<file path="src/ivr_pkg.sv">
// constants, register layout and state codes of the voltage-code bank
// assumes a 40 MHz system clock; shared by the filter and the core
package ivr_pkg;

   // register offsets, taken from the pointer byte of a write
   localparam logic [7:0] IVR_OFS_VOLTAGE_CODE     = 8'h00;
   localparam logic [7:0] IVR_OFS_CFG      = 8'h01;

   // voltage register: code in [6:0], parity guard in bit 7
   localparam int         IVR_PAR_BIT      = 7;
   localparam logic [6:0] IVR_CODE_RST     = 7'h32;
   localparam logic [7:0] IVR_VOLTAGE_CODE_RST     = {~^IVR_CODE_RST, IVR_CODE_RST};

   // configuration register fields
   localparam int         IVR_CFG_INT_BIT  = 7;
   localparam int         IVR_CFG_MASK_BIT = 4;
   localparam int         IVR_CFG_LL_BIT   = 3;
   localparam int         IVR_CFG_PROT_BIT = 0;
   localparam logic [7:0] IVR_CFG_RST      = 8'h09;
   localparam logic [7:0] IVR_CFG_WR_MASK  = 8'h99;

   // target address, plain default
   localparam logic [6:0] IVR_ADDR_DEF     = 7'h2a;

   // timing
   localparam int         IVR_CLK_NS       = 25;
   localparam int         IVR_SPIKE_NS     = 32;
   localparam int         IVR_SPIKE_CYC    =
      (IVR_SPIKE_NS + IVR_CLK_NS - 1) / IVR_CLK_NS;
   localparam logic [1:0] IVR_FILT_CNT     = 2'(IVR_SPIKE_CYC + 1);
   localparam int         IVR_SLEW_US      = 15;
   localparam logic [9:0] IVR_SLEW_CYC     =
      10'(IVR_SLEW_US * 1000 / IVR_CLK_NS);

   // serial engine states
   typedef enum logic [2:0]
   {
      IVR_ST_IDLE = 3'b000,
      IVR_ST_ADDR = 3'b001,
      IVR_ST_WPTR = 3'b010,
      IVR_ST_WDAT = 3'b011,
      IVR_ST_RDAT = 3'b100,
      IVR_ST_IGN  = 3'b101
   } ivr_state_t;

endpackage

</file>
<file path="src/ivr_line_if.sv">
// filtered bus lines and their events, from filter to core
// assumes both ends share clk_sys_i
`timescale 1ns/1ps
interface ivr_line_if;
   logic scl;
   logic sda;
   logic start;
   logic stop;
   logic scl_rise;
   logic scl_fall;

   modport filt (output scl, sda, start, stop, scl_rise, scl_fall);
   modport core (input  scl, sda, start, stop, scl_rise, scl_fall);
endinterface

</file>
<file path="src/ivr_line_filt.sv">
// spike filter on both bus lines plus start, stop and clock edge events
// assumes scl_i and sda_i already synchronous to clk_sys_i
`timescale 1ns/1ps
module ivr_line_filt
   import ivr_pkg::*;
(
   // clock and reset
   input  wire logic clk_sys_i,
   input  wire logic rst_b_i,
   // raw bus lines
   input  wire logic scl_i,
   input  wire logic sda_i,
   // filtered lines and events
   ivr_line_if.filt  bus
);
   logic [1:0] raw;
   logic [1:0] lvl_r;
   logic [1:0] prev_r;

   assign raw = {scl_i, sda_i};

   // one filter per line; a level is taken only after it held long
   // enough that no suppressed spike can reach it
   for (genvar g = 0; g < 2; g++)
   begin : g_line
      logic [1:0] cnt_r;
      always_ff @(posedge clk_sys_i or negedge rst_b_i)
      begin
         if (!rst_b_i)
         begin
            lvl_r[g] <= 1'b1;
            cnt_r    <= 2'h0;
         end
         else if (raw[g] == lvl_r[g])
            cnt_r <= 2'h0;
         else if (cnt_r == IVR_FILT_CNT - 2'h1)
         begin
            lvl_r[g] <= raw[g];
            cnt_r    <= 2'h0;
         end
         else
            cnt_r <= cnt_r + 2'h1;
      end

   end

   // events from filtered levels, all registered
   always_ff @(posedge clk_sys_i or negedge rst_b_i)
   begin
      if (!rst_b_i)
      begin
         prev_r       <= 2'h3;
         bus.start    <= 1'b0;
         bus.stop     <= 1'b0;
         bus.scl_rise <= 1'b0;
         bus.scl_fall <= 1'b0;
      end
      else
      begin
         prev_r       <= lvl_r;
         bus.start    <= prev_r[1] & lvl_r[1] & prev_r[0] & ~lvl_r[0];
         bus.stop     <= prev_r[1] & lvl_r[1] & ~prev_r[0] & lvl_r[0];
         bus.scl_rise <= ~prev_r[1] & lvl_r[1];
         bus.scl_fall <= prev_r[1] & ~lvl_r[1];
      end
   end

   assign bus.scl = prev_r[1];
   assign bus.sda = prev_r[0];

endmodule

</file>
<file path="src/ivr_regs.sv">
// serial target port with voltage-code and configuration registers
// assumes bus lines synchronous to clk_sys_i, open-drain wire outside,
// and power status inputs synchronous as well
`timescale 1ns/1ps
// Operation
// voltage register holds code in bits 6..0, parity guard in bit 7.
// after any default reset the code reads 0110010.
// controller sets guard bit to the XNOR of the seven code bits.
// wrong guard bit: no data acknowledge, stored contents unchanged.
// voltage register reads back guard bit and code bits.
// controller repeats a write that was not acknowledged.
// control-source bit defaults 0; at 1 stored code governs output.
// writing 0 to control-source bit returns to external control now.
// mask bit defaults 0; at 1 protection is off during code change.
// light-load bit: 0 pulse-frequency, 1 fixed pulse-width; default 1.
// fault bit: 0 auto-recovery, 1 latch-off; default latch-off.
// defaults restored on no power, supply lockout, or enable low.
// glitches of 32 ns or less on bus inputs are ignored.
// address compared after each start; acknowledge on ninth pulse.
// address mismatch: ignore data, no acknowledge, await next start.
// direction bit 0 is a write, 1 is a read.
// read shifts out register bits, idles at stop regardless of ack.
// undefined config bits read zero; other offsets change nothing.
module ivr_regs
   import ivr_pkg::*;
#(
   parameter logic [6:0] TGT_ADDR = ivr_pkg::IVR_ADDR_DEF
)
(
   // clock and reset
   input  wire logic       clk_sys_i,
   input  wire logic       rst_b_i,
   // serial bus, data line as open drain
   input  wire logic       scl_i,
   input  wire logic       sda_i,
   output logic            sda_o,
   output logic            sda_oe_o,
   // power status
   input  wire logic       supply_present_i,
   input  wire logic       supply_lockout_i,
   input  wire logic       enable_i,
   // regulator controls
   output logic            internal_mode_o,
   output logic [6:0]      voltage_select_value_o,
   output logic            prot_suppress_o,
   output logic            light_load_select_o,
   output logic            latch_off_o
);
   import ivr_pkg::*;

   ivr_line_if  bus ();

   ivr_state_t  state_r;
   logic [3:0]  bit_cnt_r;
   logic        ack_ph_r;
   logic        mack_r;
   logic [7:0]  shift_r;
   logic [7:0]  ptr_r;
   logic [7:0]  voltage_code_r;
   logic [7:0]  cfg_r;
   logic [9:0]  slew_cnt_r;
   logic        soft_clr;
   logic        byte_done;
   logic        ack_end;
   logic        par_bad;
   logic        addr_hit;
   logic        wr_ok;
   logic        wr_bad;
   logic        code_chg;
   logic [7:0]  rd_byte;
   logic [2:0]  rd_idx;

   ivr_line_filt u_filt
   (
      .clk_sys_i (clk_sys_i),
      .rst_b_i   (rst_b_i),
      .scl_i     (scl_i),
      .sda_i     (sda_i),
      .bus       (bus.filt)
   );

   // defaults return while power is missing or the part is disabled
   assign soft_clr  = !supply_present_i || supply_lockout_i || !enable_i;

   // byte boundary and end of the acknowledge slot, on falling clock
   assign byte_done = bus.scl_fall && !ack_ph_r && bit_cnt_r == 4'h8;
   assign ack_end   = bus.scl_fall && ack_ph_r;

   // guard must be XNOR of the code bits
   assign par_bad   = shift_r[IVR_PAR_BIT] != ~^shift_r[6:0];
   assign addr_hit  = shift_r[7:1] == TGT_ADDR;
   assign wr_bad    = byte_done && state_r == IVR_ST_WDAT
                      && ptr_r == IVR_OFS_VOLTAGE_CODE && par_bad;
   assign wr_ok     = byte_done && state_r == IVR_ST_WDAT && !wr_bad
                      && !soft_clr;
   assign code_chg  = wr_ok && ptr_r == IVR_OFS_VOLTAGE_CODE
                      && shift_r[6:0] != voltage_code_r[6:0];

   // readback source; unmapped offsets read zero
   always_comb
   begin
      rd_byte = 8'h00;
      case (ptr_r)
         IVR_OFS_VOLTAGE_CODE: rd_byte = voltage_code_r;
         IVR_OFS_CFG:  rd_byte = cfg_r;
         default:      rd_byte = 8'h00;
      endcase
   end
   assign rd_idx = 3'(4'h7 - bit_cnt_r);

   // serial engine and data line driver
   always_ff @(posedge clk_sys_i or negedge rst_b_i)
   begin
      if (!rst_b_i)
      begin
         state_r   <= IVR_ST_IDLE;
         bit_cnt_r <= 4'h0;
         ack_ph_r  <= 1'b0;
         mack_r    <= 1'b0;
         shift_r   <= 8'h00;
         ptr_r     <= 8'h00;
         sda_oe_o  <= 1'b0;
      end
      else if (soft_clr || bus.stop)
      begin
         state_r  <= IVR_ST_IDLE;
         ack_ph_r <= 1'b0;
         sda_oe_o <= 1'b0;
         if (soft_clr)
            ptr_r <= 8'h00;
      end
      else if (bus.start)
      begin
         state_r   <= IVR_ST_ADDR;
         bit_cnt_r <= 4'h0;
         ack_ph_r  <= 1'b0;
         sda_oe_o  <= 1'b0;
      end
      else if (state_r == IVR_ST_IDLE || state_r == IVR_ST_IGN)
         sda_oe_o <= 1'b0;
      else if (bus.scl_rise)
      begin
         if (ack_ph_r)
            mack_r <= !bus.sda;
         else
         begin
            shift_r   <= {shift_r[6:0], bus.sda};
            bit_cnt_r <= bit_cnt_r + 4'h1;
         end
      end
      else if (byte_done)
      begin
         ack_ph_r <= 1'b1;
         case (state_r)
            IVR_ST_ADDR:
            begin
               if (addr_hit)
               begin
                  sda_oe_o <= 1'b1;
                  state_r  <= shift_r[0] ? IVR_ST_RDAT
                                         : IVR_ST_WPTR;
               end
               else
               begin
                  sda_oe_o <= 1'b0;
                  state_r  <= IVR_ST_IGN;
               end
            end
            IVR_ST_WPTR:
            begin
               ptr_r    <= shift_r;
               sda_oe_o <= 1'b1;
               state_r  <= IVR_ST_WDAT;
            end
            IVR_ST_WDAT:
            begin
               sda_oe_o <= !wr_bad;
               if (wr_bad)
                  state_r <= IVR_ST_IGN;
            end
            IVR_ST_RDAT:
               sda_oe_o <= 1'b0;
            default:
               sda_oe_o <= 1'b0;
         endcase
      end
      else if (ack_end)
      begin
         ack_ph_r  <= 1'b0;
         bit_cnt_r <= 4'h0;
         // own address ack also reads as an ack here, so the first bit
         // goes out right after it
         if (state_r == IVR_ST_RDAT && mack_r)
            sda_oe_o <= !rd_byte[7];
         else if (state_r == IVR_ST_RDAT)
         begin
            sda_oe_o <= 1'b0;
            state_r  <= IVR_ST_IGN;
         end
         else
            sda_oe_o <= 1'b0;
      end
      else if (bus.scl_fall && state_r == IVR_ST_RDAT)
         sda_oe_o <= !rd_byte[rd_idx];
   end

   // register file; reserved config bits never store
   always_ff @(posedge clk_sys_i or negedge rst_b_i)
   begin
      if (!rst_b_i)
      begin
         voltage_code_r <= IVR_VOLTAGE_CODE_RST;
         cfg_r  <= IVR_CFG_RST;
      end
      else if (soft_clr)
      begin
         voltage_code_r <= IVR_VOLTAGE_CODE_RST;
         cfg_r  <= IVR_CFG_RST;
      end
      else if (wr_ok && ptr_r == IVR_OFS_VOLTAGE_CODE)
         voltage_code_r <= shift_r;
      else if (wr_ok && ptr_r == IVR_OFS_CFG)
         cfg_r  <= shift_r & IVR_CFG_WR_MASK;
   end

   // window covering the worst-case output slew after a code change
   always_ff @(posedge clk_sys_i or negedge rst_b_i)
   begin
      if (!rst_b_i)
         slew_cnt_r <= 10'h000;
      else if (soft_clr)
         slew_cnt_r <= 10'h000;
      else if (code_chg)
         slew_cnt_r <= IVR_SLEW_CYC;
      else if (slew_cnt_r != 10'h000)
         slew_cnt_r <= slew_cnt_r - 10'h001;
   end

   // regulator controls, registered
   always_ff @(posedge clk_sys_i or negedge rst_b_i)
   begin
      if (!rst_b_i)
      begin
         internal_mode_o        <= 1'b0;
         voltage_select_value_o <= IVR_CODE_RST;
         prot_suppress_o        <= 1'b0;
         light_load_select_o    <= 1'b1;
         latch_off_o            <= 1'b1;
      end
      else
      begin
         internal_mode_o        <= cfg_r[IVR_CFG_INT_BIT];
         voltage_select_value_o <= voltage_code_r[6:0];
         prot_suppress_o        <= cfg_r[IVR_CFG_MASK_BIT]
                                   && (code_chg || slew_cnt_r != 10'h000);
         light_load_select_o    <= cfg_r[IVR_CFG_LL_BIT];
         latch_off_o            <= cfg_r[IVR_CFG_PROT_BIT];
      end
   end

   // data line only ever pulls low
   assign sda_o = 1'b0;
endmodule

</file>
<file path="config.mk">
export PLATFORM = sky130hd
export DESIGN_NAME = ivr_regs
export DESIGN_NICKNAME = d
export VERILOG_FILES = /design/src/ivr_pkg.sv /design/src/ivr_line_if.sv /design/src/ivr_line_filt.sv /design/src/ivr_regs.sv
export SDC_FILE = /design/constraint.sdc
export NUM_CORES = 1
export LEC_CHECK = 0
export BUFFER_PORTS_ARGS = -buffer_cell sky130_fd_sc_hd__buf_2
export CORE_MARGIN = 1
export CORE_UTILIZATION = 50
export CTS_CLUSTER_DIAMETER = 50
export DETAILED_ROUTE_END_ITERATION = 10
export PLACE_DENSITY = 0.68
export SLEW_MARGIN = 40
export SYNTH_ARGS = -nofsm -noshare
export SYNTH_HDL_FRONTEND = slang
export SYNTH_HIERARCHICAL = 1
export SYNTH_SLANG_ARGS = --single-unit
</file>
<file path="constraint.sdc">
create_clock -name clk_sys_i -period 3.75 [get_ports clk_sys_i]
set_clock_uncertainty 0.2 [all_clocks]
set_input_delay 0.5625 -clock clk_sys_i [delete_from_list [all_inputs] [get_ports clk_sys_i]]
set_output_delay 0.5625 -clock clk_sys_i [all_outputs]
set_load 0.05 [all_outputs]
</file>
# Word level (Yosys, flattened, before mapping)
# Cells that the tools add are included.
[word_totals]
regBits = 75
in_bits = 7
output_inout_bits = 13
[op_classes]
n_addsub = 5
n_lt_le_gt_ge = 1
n_eq_ne = 28
muxes = 56
n_bitwise = 17
reduce_logical = 50
[ops]
columns = ["cell", "count"]
rows = [
  ["$mux 8", 12],
  ["$mux 3", 11],
  ["$mux 10", 3],
  ["$mux 4", 6],
  ["$mux 1", 16],
  ["$pmux 8 s2", 1],
  ["$reduce_and 5->1", 3],
  ["$logic_and 1x1->1", 14],
  ["$ne 2x2->1 const B", 5],
  ["$not 1->1", 10],
  ["$reduce_bool 10->1", 1],
  ["$sub 10x1->10 const B", 1],
  ["$ne 3x2->1 const B", 3],
  ["$pmux 3 s3", 1],
  ["$eq 8x1->1 const B", 1],
  ["$logic_not 1->1", 8],
  ["$logic_not 8->1", 1],
  ["$mux 2", 4],
  ["$ne 4x3->1 const B", 2],
  ["$reduce_and 2->1", 4],
  ["$reduce_bool 2->1", 4],
  ["$reduce_bool 4->1", 2],
  ["$and 1x1->1", 7],
  ["$eq 7x6->1 const B", 1],
  ["26 further kinds", 36],
]

# Depth between registers and ports, before layout
# Gate-level depths: netlist (run 1).
[depth]
ltp_word = 13
depth_mapped = 10
ltp_nobuf = 8

# By module
# Netlist (run 1), hierarchy kept.
[modules_own_cells]
columns = ["module", "instances", "cells_each", "area_each_um2"]
rows = [
  ["ivr_regs", 1, 308, 2997.9],
  ["ivr_line_filt", 1, 27, 440.4],
]

# Worst setup path before layout (run 1)
# Ideal clock, no wire load.
[synth_path]
path_kind = "reg-to-reg"
startpoint = "register bit_cnt_r[0]"
endpoint = "register state_r[0]"
setup_ns = 0.128
t_arrival_ns = 2.622
required_time_ns = 3.422
setup_slack_ns = 0.801
path_stages_with_launch = 10
path_buffers = 1
path_cell_list = "dfrtp_1 > clkbuf_1 > inv_1 > ha_1 > and3b_2 > nand3b_4 > or3_4 > or4b_4 > a21oi_2 > mux2_1"
[synth_between]
elab_chain_len = 7
elab_cells_between_ends = 16
cone_classes = "eq/ne (4); mux (5); reduce/logical (7)"
[synth_lines]
columns = ["element", "line_no", "text"]
rows = [
  ["start, declared", "ivr_regs.sv:54", "logic [3:0] bit_cnt_r;"],
  ["start signal, assigned", "ivr_regs.sv:148", "bit_cnt_r <= bit_cnt_r + 4'h1;"],
  ["$eq 4x4->1 (*)", "ivr_regs.sv:86", "assign byte_done = bus.scl_fall && !ack_ph_r && bit_cnt_r == 4'h8;"],
  ["$logic_and 1x1->1 (*)", "ivr_regs.sv:86", ""],
  ["$logic_and 1x1->1 or $mux 3 (tied branches)", "ivr_regs.sv:92, ivr_regs.sv:151", ""],
  ["$logic_and 1x1->1 or $mux 3 (tied branches)", "ivr_regs.sv:93, ivr_regs.sv:141", ""],
  ["$logic_and 1x1->1 or $mux 3 (tied branches)", "ivr_regs.sv:93, ivr_regs.sv:139", ""],
  ["$ne 5x3->1 (no source line) or $mux 3 (tied branches)", "n/a", ""],
  ["$reduce_and 7->1 (no source line) or $mux 3 (tied branches)", "n/a", ""],
  ["end signal, assigned", "ivr_regs.sv:160", "state_r <= shift_r[0] ? IVR_ST_RDAT"],
  ["end, declared", "ivr_regs.sv:53", "ivr_state_t state_r;"],
]
# Mark *: on every way between the ends. The rest lies on a longest branch, timed or not. The select of a mux whose other input is x is not followed.
# A chain may end at the register's enable or synchronous reset.

# Worst setup path after layout (run 1)
[layout_path]
startpoint = "register bit_cnt_r[0]"
endpoint = "register state_r[1]"
# Same word-level chain as after synthesis.

==> results_dict.tcl, run 1 <==
set metrics [dict create \
    first_iter_violations 142 \
    start_kind "flop" \
    max_stage_delay_ns 0.54 \
    relSlewSlack_pct 51.2 \
    cts_tree "done" \
    muxShareOfSynthArea_pct 5.79 \
    regArea_um2 1790 \
    p_leak_nw 1.66 \
    grt_pass1_wl_mm 11.5 \
    r2r_cells 8 \
    die_area_um2 7210 \
    fillers 543 \
    antenna_found_initial 0 \
    vdd_ir_drop_max_v 0.000410 \
    yosysSeqAreaShare_pct 52.2 \
    vias 2419 \
    synthCells 335 \
    rsz0062_at_grt "false" \
    synth_top_area_share_pct 41.5 \
    hold_path.class "primary input to asynchronous set/reset pin" \
    dr.pass1.iters 4 \
    start_util_pct 52.9 \
    drv_cap 0 \
    synthTopCellsByArea "dfrtp_1 41%, dfstp_2 11%, xnor2_1 4.1%" \
    h-tree-depth 3 \
    wl_per_cell_um 15.6 \
    synthFlopType "dfrtp_1" \
    place_hpwl_mm 4.68 \
    cp-end-kind "flop" \
    antenna_left 0 \
    ys_types 51 \
    die_w_um 84.9 \
    synth_simple_gate_area_share_pct 19.8 \
    cts_num_sinks 71 \
    path_cells "inv_1 > ha_1 > and3b_2 > nand3b_4 > or3_4 > or4b_4 > a21oi_2 > mux2_1" \
    io_buffers 18 \
    synth_top_area_cell "dfrtp_1" \
    root_buffer "clkbuf_8" \
    crit_type "flop to flop" \
    synthAdderAreaFrac_pct 1.09 \
    rows 29 \
    worst_ep_required_time_ns 3.79 \
    grt_max_degree 72 \
    cts_buffer_depth 2 \
    period_minus_slack_ns 3.09 \
    post_cts_resized 0 \
    fin_nets 359 \
    worstPathMaxFanout 10 \
    hold_buffers 0 \
    grt_pass1_vias 2271 \
    antennaDiodeCount 0 \
    io_pins 20 \
    period_share_pct 82.5 \
    power.density_nw_per_um2 646 \
    drcViolationCount 0 \
    yosysWarnings 6 \
    numCtsBuffers 9 \
    core_area_um2 6490 \
    synth_nets 345 \
    setup_viol_count_final 0 \
    synth_xor_area_share_pct 5.60 \
    fin_util_pct 58.3 \
    fin_tns_setup_ns 0 \
    ys_seq_elements 71 \
    synth_area_um2 3440 \
    multi_input_area_um2 1520 \
    cts.clk_slew.worst_paths_ns 0.08 \
    grtUsageTotal_pct 21.2 \
    critical_path.slowest_cell "dfrtp_1" \
    die_h_um 84.9 \
    postCtsSetupRepairBufs 0 \
    syn_area_per_cell_um2 10.3 \
    drive_gt1_share_pct 19.5 \
    grt_remaining_overflow 0 \
    gp_congestion 0.852 \
    reg2reg_slack_ns 0.66 \
    vias_per_cell 5.61 \
    clk_latency_ns 0.36 \
    synth_compound_area_share_pct 11.7 \
    r2r_start "bit_cnt_r[0]$_DFFE_PN0P_" \
    finalMaxSlewViolations 0 \
    synth_top_family_by_area "simple AND/OR/NAND/NOR gates" \
    r2r-end "state_r[1]$_DFFE_PN0P_" \
    fmax_ghz 0.323 \
    synth_edf_count 0 \
    status "completed" \
    synthArstFlopShare_pct 100 \
    cp_data_arrival_time_ns 3.13 \
    tightest_slew_ns 0.730 \
    routed_wirelength_mm 6.71 \
    hold_viol_final 0 \
    areaGrowthSynthToFinish_pct 10.1 \
]
==> logic make-up (layout without fill, tap and decap cells) <==
kind of cell | count (synthesis) | after routing
other | 1 | 1
XOR/XNOR | 22 | 22
AND/OR/NAND/NOR | 124 | 124
buffers and inverters | 33 | 52
adder cells (fa/ha/maj) | 3 | 3
multiplexers | 18 | 18
flip-flops | 71 | 71
AO/OA/AOI/OAI | 63 | 63
==> synthesized netlist by cell type (6+ instances only) <==
master,count
o21ai_0,20
nor2b_1,7
dfrtp_1,57
mux2i_1,9
a21oi_1,16
nor3_1,17
dfstp_2,14
xor2_1,6
clkbuf_1,18
inv_1,13
nand2_1,33
xnor2_1,16
nor2_1,26
a22o_1,9
==> placed cells by master, fill, tap and decap left out, types with 2 or more instances in the layout <==
master	netlist	final
dfstp_2	14	14
a2bb2oi_1	2	2
clkinv_4	0	2
a22o_1	9	9
buf_4	1	4
nor3b_1	3	3
mux2_4	2	2
a311oi_1	2	2
nor4_2	2	2
mux2i_1	9	9
nand4_1	3	3
or3_1	2	2
a21oi_1	16	16
xor2_1	6	6
nor2_1	26	26
a31oi_1	4	4
xnor2_1	16	16
nand3_1	5	5
ha_1	3	3
mux2_1	2	2
and3_1	2	2
o21ai_0	20	20
nand2_1	33	33
clkinv_2	0	2
nor3b_2	2	2
nor4_1	5	5
mux2_2	5	5
clkbuf_8	0	10
nor2b_1	7	7
nand3b_1	3	3
o31a_1	3	3
nand2b_1	5	5
dfrtp_1	57	57
nor3_1	17	17
buf_2	1	18
inv_1	13	13
==> flip-flops by register name (all words and copies together), names as in the netlist, 4 cells and up <==
name                    cells
cfg_r                       4
shift_r                     8
bit_cnt_r                   4
ptr_r                       8
voltage_select_value_o      7
u_filt/g_line.cnt_r         4
voltage_code_r              8
slew_cnt_r                 10
==> how the worst max path moves through the flow <==
stage                              to                startpoint  slack, ns  cells past startpoint
2_1_floorplan  state_r[0]$_DFFE_PN0P_  bit_cnt_r[0]$_DFFE_PN0P_       0.80                      9
3_3_place_gp   state_r[0]$_DFFE_PN0P_  bit_cnt_r[0]$_DFFE_PN0P_       0.77                      8
3_5_place_dp   state_r[1]$_DFFE_PN0P_  bit_cnt_r[0]$_DFFE_PN0P_       0.72                      8
4_1_cts        state_r[1]$_DFFE_PN0P_  bit_cnt_r[0]$_DFFE_PN0P_       0.68                      8
5_1_grt        state_r[1]$_DFFE_PN0P_  bit_cnt_r[0]$_DFFE_PN0P_       0.55                      8
6_report       state_r[1]$_DFFE_PN0P_  bit_cnt_r[0]$_DFFE_PN0P_       0.66                      8
==> metrics by stage <==
step | cell area, um^2 | hold WS [ns] | setup WS [ns] | total power [mW] | cells
2_1_floorplan | 3440 | 0.0669 | 0.801 | 1.69 | 335
3_3_place_gp | 3580 | 0.176 | 0.766 | 1.83 | 415
3_5_place_dp | 3590 | 0.175 | 0.716 | 1.84 | 415
4_1_cts | 3780 | 0.117 | 0.678 | 2.47 | 431
5_1_grt | 3780 | 0.150 | 0.551 | 2.62 | 431
6_report | 3780 | 0.104 | 0.657 | 2.45 | 431
==> critical path: cells and delay by family (launching register included) <==
kind            cells  cell delay [ns]
simple gates        4             1.34
mux                 1             0.34
flops               1             0.54
fa+ha+maj           1             0.16
buf+inv             1             0.19
compound gates      1             0.21
==> cell type report <==
cell class,count,area share [%]
inverters,13,1.29
repair buffers,23,3.47
multi-input cells,231,40.0
flip-flops and latches,71,47.4
well taps,77,2.55
clock inverters,5,1.52
clock buffers,11,3.74
==> layer usage <==
layer | vias to the layer above | share of wire, % | GRT usage (%)
met3 | 9 | 4.2 | 6.13
met5 | - | 0 | 0
met1 | 1170 | 50 | 30.7
li1 | 1188 | - | -
met4 | 0 | 1.7 | 7.86
met2 | 52 | 44 | 30.5
==> power breakdown <==
part	leakage [nW]	switching [mW]	internal, mW
clock	0.103	0.282	0.325
combinational	0.640	0.380	0.356
sequential	0.914	0.203	0.900
Note: power is estimated with default switching activity, not from simulation.
==> run 2: changes to the inputs <==
--- a/config.mk
+++ b/config.mk
@@ -5,6 +5,7 @@
 export SDC_FILE = /design/constraint.sdc
 export NUM_CORES = 1
 export LEC_CHECK = 0
+export ABC_AREA = 1
 export BUFFER_PORTS_ARGS = -buffer_cell sky130_fd_sc_hd__buf_2
 export CORE_MARGIN = 1
 export CORE_UTILIZATION = 50
==> constraint.sdc (replaced) <==
create_clock -name clk_sys_i -period 3.1 [get_ports clk_sys_i]
set_clock_uncertainty 0.2 [all_clocks]
set_input_delay 0.465 -clock clk_sys_i [delete_from_list [all_inputs] [get_ports clk_sys_i]]
set_output_delay 0.465 -clock clk_sys_i [all_outputs]
set_load 0.05 [all_outputs]
==> run 2 against run 1 <==
- die area is 9.3% higher
- global-route usage fell by 0.48 points
- critical path depth unchanged
- power grew 45%
- first-iteration DRC count down 28%
- design area is 11% higher
- register-to-register slack worse by 0.02 ns
- non-clock buffer count did not move
- utilization down 0.14 points
- wire length up 8.4%
- critical path type unchanged
- critical endpoint is now slew_cnt_r[7]$_DFFE_PN0P_
- highest routed layer unchanged
==> results_dict.tcl, run 2 <==
set metrics [dict create \
    fin_util_pct 58.1 \
    fin_tns_setup_ns 0 \
    placed_cells 574 \
    fmax_ghz 0.405 \
    vias_per_cell 4.99 \
    layout_commonest_cell "nand2_1" \
    clk_latency_ns 0.34 \
    period_share_pct 79.6 \
    drcViolationCount 0 \
    met1_usage_pct 26.6 \
    antennaDiodeCount 0 \
    hold_ws_ns 0.177 \
    io_buffers 18 \
    cts_tree "done" \
    top_register "slew_cnt_r" \
    hold_path.class "flop to flop" \
    routed_wirelength_mm 7.28 \
    rsz0062_at_grt "false" \
    met3_usage_pct 3.82 \
    yosysSeqAreaShare_pct 47.6 \
    io_pins 20 \
    grt_pass1_wl_mm 12.3 \
    synthCells 465 \
    synth.most_common_cell "nand2_1" \
    root_buffer "clkbuf_8" \
    largest_reg_flops 10 \
    synthArstFlopShare_pct 100 \
    synthFlopType "dfrtp_1" \
    multi_input_area_um2 1660 \
    cts_buffer_depth 2 \
    grt_remaining_overflow 0 \
    grt_pass1_vias 2676 \
    globalRouteMet2Util_pct 34.1 \
    antenna_found_initial 0 \
    die_w_um 88.8 \
    synth_edf_count 0 \
    power_mw 3.55 \
    cts.clk_slew.worst_paths_ns 0.07 \
    dr.pass1.iters 4 \
    worst_ep_required_time_ns 3.13 \
    grt.busiest_layer "met2" \
    ys_seq_elements 71 \
    grt_max_degree 41 \
    setup_viol_count_final 0 \
    synth_top_area_cell "dfrtp_1" \
    period_minus_slack_ns 2.47 \
    grtUsageTotal_pct 20.7 \
    yosysWarnings 6 \
    stdcell_area_um2 4220 \
    worst_slack_ns 0.633 \
    wl_per_cell_um 12.3 \
    rows 31 \
    cts_num_sinks 71 \
    p_leak_nw 2.13 \
    cp-end-kind "flop" \
    numCtsBuffers 9 \
    hold_viol_final 0 \
    place_hpwl_mm 5.41 \
    syn_area_per_cell_um2 8.10 \
    synth_nets 475 \
    vdd_ir_drop_max_v 0.000426 \
    finalMaxSlewViolations 0 \
    postPlaceCellArea_um2 3950 \
    drv_cap 0 \
    gp_congestion 0.809 \
    first_iter_violations 102 \
    areaGrowthSynthToFinish_pct 12.0 \
    vias 2949 \
    pre_cts_slack_ns 0.610 \
    antenna_left 0 \
    core_area_um2 7250 \
    start_util_pct 51.9 \
    status "completed" \
    final_cells 591 \
    synth_area_um2 3770 \
    power.density_nw_per_um2 842 \
    layout_common_cells "130 x nand2_1, 57 x dfrtp_1, 51 x inv_1" \
    fillers 672 \
    drive_gt1_share_pct 20.3 \
    ys_types 42 \
    synthTopCellsByArea "dfrtp_1 38%, nand2_1 13%, dfstp_2 9.8%" \
    regArea_um2 1790 \
    cp_data_arrival_time_ns 2.50 \
    die_area_um2 7880 \
    fin_nets 498 \
    h-tree-depth 3 \
    synth_top_area_share_pct 37.9 \
    synth_commonest_cells "130 x nand2_1, 57 x dfrtp_1, 51 x inv_1" \
    crit_type "flop to flop" \
    worstPathMaxFanout 12 \
    start_kind "flop" \
    die_h_um 88.8 \
]
-- run 2: cell families after synthesis --
kind of cell / count (synthesis) / share of synthesized area, %
xor+xnor: 12 / 2.79
flops: 71 / 47.6
buf+inv: 77 / 8.31
other cells: 1 / 0.0996
simple gates: 254 / 32.6
fa+ha+maj: 3 / 0.997
compound gates: 47 / 7.54
-- run 2: where the power goes --
| group | internal, mW | leakage (nW) | switching, mW |
|---|---|---|---|
| Clock | 0.529 | 0.113 | 0.322 |
| Combinational | 0.478 | 1.10 | 0.914 |
| Sequential | 1.12 | 0.919 | 0.184 |
-- run 2: metal layers --
metal  part of all wire (%)  vias up
met4                    2.4        0
met1                     47     1368
met2                     47       50
met5                      0        -
li1                       -     1518
met3                    3.1       13
-- run 2: repair_timing --
action | in CTS | in global routing
buffers inserted | 0 | 0
endpoints found under the hold margin | 24 | 0
hold buffers | 1 | 0
gates resized for setup | 0 | 0
setup endpoints to repair | 0 | 0
-- run 2: area by class of cell --
type	count	area share [%]
Tap cell	99	2.94
Sequential cell	71	42.6
Clock inverter	4	2.26
Timing Repair Buffer	23	3.86
Inverter	66	5.93
Multi-Input combinational cell	317	39.3
Clock buffer	11	3.12
-- run 2: worst max-delay path, stage by stage (launching register included) --
cell     delay [ns]
dfrtp_1        0.47
inv_1          0.19
ha_1           0.17
nand3_1        0.11
nor3_4         0.20
nand2_2        0.12
nor2_2         0.23
nand4_2        0.38
and3_1         0.28
-- run 2: path summary, 6_finish.rpt --
path                                          start                        end  slack (ns)  cells past startpoint
max in group asynchronous                   rst_b_i       cfg_r[0]$_DFFE_PN1P_        1.81                      3
hold reg to reg                cfg_r[0]$_DFFE_PN1P_      latch_off_o$_DFF_PN1_        0.18                      0
setup reg to reg           bit_cnt_r[0]$_DFFE_PN0P_  slew_cnt_r[7]$_DFFE_PN0P_        0.63                      8
hold / removal                 cfg_r[0]$_DFFE_PN1P_      latch_off_o$_DFF_PN1_        0.18                      0
min in group asynchronous                   rst_b_i     shift_r[2]$_DFFE_PN0P_        0.33                      2
setup / recovery           bit_cnt_r[0]$_DFFE_PN0P_  slew_cnt_r[7]$_DFFE_PN0P_        0.63                      8
==> run 3: changes to the inputs <==
==> constraint.sdc (replaced) <==
create_clock -name clk_sys_i -period 2.5 [get_ports clk_sys_i]
set_clock_uncertainty 0.2 [all_clocks]
set_input_delay 0.375 -clock clk_sys_i [delete_from_list [all_inputs] [get_ports clk_sys_i]]
set_output_delay 0.375 -clock clk_sys_i [all_outputs]
set_load 0.05 [all_outputs]
==> run 3 against run 2 <==
- register-to-register slack worse by 0.38 ns
- sequential cell count stayed put
- critical path depth stayed put
- final cell count is 0.17% higher
- largest cell class unchanged
- largest power group unchanged
==> results_dict.tcl, run 3 (synthesis gave the netlist of run 2 again) <==
set metrics [dict create \
    cp_data_arrival_time_ns 2.29 \
    io_pins 20 \
    drcViolationCount 0 \
    fin_tns_setup_ns 0 \
    setup_viol_count_final 0 \
    die_h_um 88.8 \
    hold_viol_final 0 \
    die_area_um2 7880 \
    fmax_ghz 0.444 \
    grt_max_degree 72 \
    worstPathMaxFanout 12 \
    routed_wirelength_mm 7.52 \
    hold_path.class "primary input to flop" \
    p_leak_nw 2.09 \
    cts_buffer_depth 2 \
    io_buffers 18 \
    postCtsSetupRepairBufs 0 \
    power.density_nw_per_um2 1000 \
    first_iter_violations 174 \
    clk_latency_ns 0.34 \
    drv_cap 0 \
    die_w_um 88.8 \
    root_buffer "clkbuf_8" \
    dr.pass1.iters 7 \
    cp-end-kind "flop" \
    period_minus_slack_ns 2.25 \
    grt_pass1_wl_mm 12.8 \
    crit_type "flop to flop" \
    numCtsBuffers 9 \
    power_mw 4.16 \
    top_register "slew_cnt_r" \
    layout_common_cells "130 x nand2_1, 57 x dfrtp_1, 51 x inv_1" \
    gp_congestion 0.810 \
    final_cells 592 \
    vias 2966 \
    grt_pass1_vias 2684 \
    place_hpwl_mm 5.54 \
    grt_remaining_overflow 0 \
    cts_num_sinks 71 \
    pre_cts_slack_ns 0.0922 \
    h-tree-depth 3 \
    core_area_um2 7250 \
    antenna_left 0 \
    areaGrowthSynthToFinish_pct 10.1 \
    grtUsageTotal_pct 21.6 \
    worst_slack_ns 0.250 \
    worst_ep_required_time_ns 2.54 \
    rows 31 \
    finalMaxSlewViolations 0 \
    cts.clk_slew.worst_paths_ns 0.07 \
    status "completed" \
    antennaDiodeCount 0 \
    fin_nets 498 \
    placed_cells 575 \
    period_share_pct 90.0 \
    start_util_pct 51.9 \
    largest_reg_flops 10 \
    wl_per_cell_um 12.7 \
    cts_tree "done" \
    start_kind "flop" \
    vdd_ir_drop_max_v 0.000546 \
    drive_gt1_share_pct 20.5 \
    antenna_found_initial 0 \
    layout_commonest_cell "nand2_1" \
    vias_per_cell 5.01 \
    rsz0062_at_grt "false" \
]
-- run 3: path summary, 6_finish.rpt --
| kind | slack, ns | to | cells past startpoint | from |
|---|---|---|---|---|
| max in group asynchronous | 1.37 | u_filt/prev_r[0]$_DFF_PN1_ | 3 | rst_b_i |
| setup reg to reg | 0.25 | slew_cnt_r[7]$_DFFE_PN0P_ | 8 | bit_cnt_r[1]$_DFFE_PN0P_ |
| min in group asynchronous | 0.36 | shift_r[2]$_DFFE_PN0P_ | 3 | rst_b_i |
| hold / removal | 0.10 | u_filt/g_line[1].cnt_r[0]$_DFF_PN0_ | 4 | scl_i |
| hold reg to reg | 0.18 | latch_off_o$_DFF_PN1_ | 0 | cfg_r[0]$_DFFE_PN1P_ |
| setup / recovery | 0.25 | slew_cnt_r[7]$_DFFE_PN0P_ | 8 | bit_cnt_r[1]$_DFFE_PN0P_ |
-- run 3: critical path, cell delays in order (launching register included) --
cell and delay (ns):
dfrtp_1 0.40, inv_1 0.16, ha_1 0.18, nand3_1 0.11, nor3_4 0.22, nand2_2 0.12
nor2_2 0.26, nand4_4 0.27, and3_1 0.23
-- run 3: per-layer routing --
| layer | GRT usage (%) | up-vias | part of all wire [%] |
|---|---|---|---|
| li1 | - | 1512 | - |
| met1 | 28.9 | 1380 | 48 |
| met2 | 34.6 | 60 | 47 |
| met3 | 3.82 | 14 | 3.3 |
| met4 | 8.80 | 0 | 2.2 |
| met5 | 0 | - | 0 |
-- run 3: area by class of cell --
type | count | area (um^2)
multi-input cells | 317 | 1670
fillers | 706 | 3110
inverters | 66 | 250
clock inverters | 4 | 22.5
well taps | 99 | 124
repair buffers | 23 | 143
clock buffers | 12 | 145
flip-flops and latches | 71 | 1790
-- run 3: through the flow --
step           area [um^2]  hold slack, ns  util [%]
6_report              4150           0.104      57.2
5_1_grt               4150           0.138      57.2
4_1_cts               4140          0.0930      57.0
3_5_place_dp          3960           0.171      54.6
3_3_place_gp          3960           0.167      54.6
2_1_floorplan         3770          -0.121         -
-- run 3: power by group --
| group | internal, mW | switching, mW | total (mW) |
|---|---|---|---|
| Sequential | 1.39 | 0.221 | 1.61 |
| Clock | 0.383 | 0.417 | 0.800 |
| Combinational | 0.597 | 1.15 | 1.75 |
| Total | 2.37 | 1.79 | 4.16 |
-- run 3: timing repair --
| action | CTS | global route |
|---|---|---|
| hold buffers | 1 | 0 |
| endpoints found under the setup margin | 0 | 11 |
| gates resized for setup | 0 | 1 |
| hold endpoints to repair | 57 | 0 |
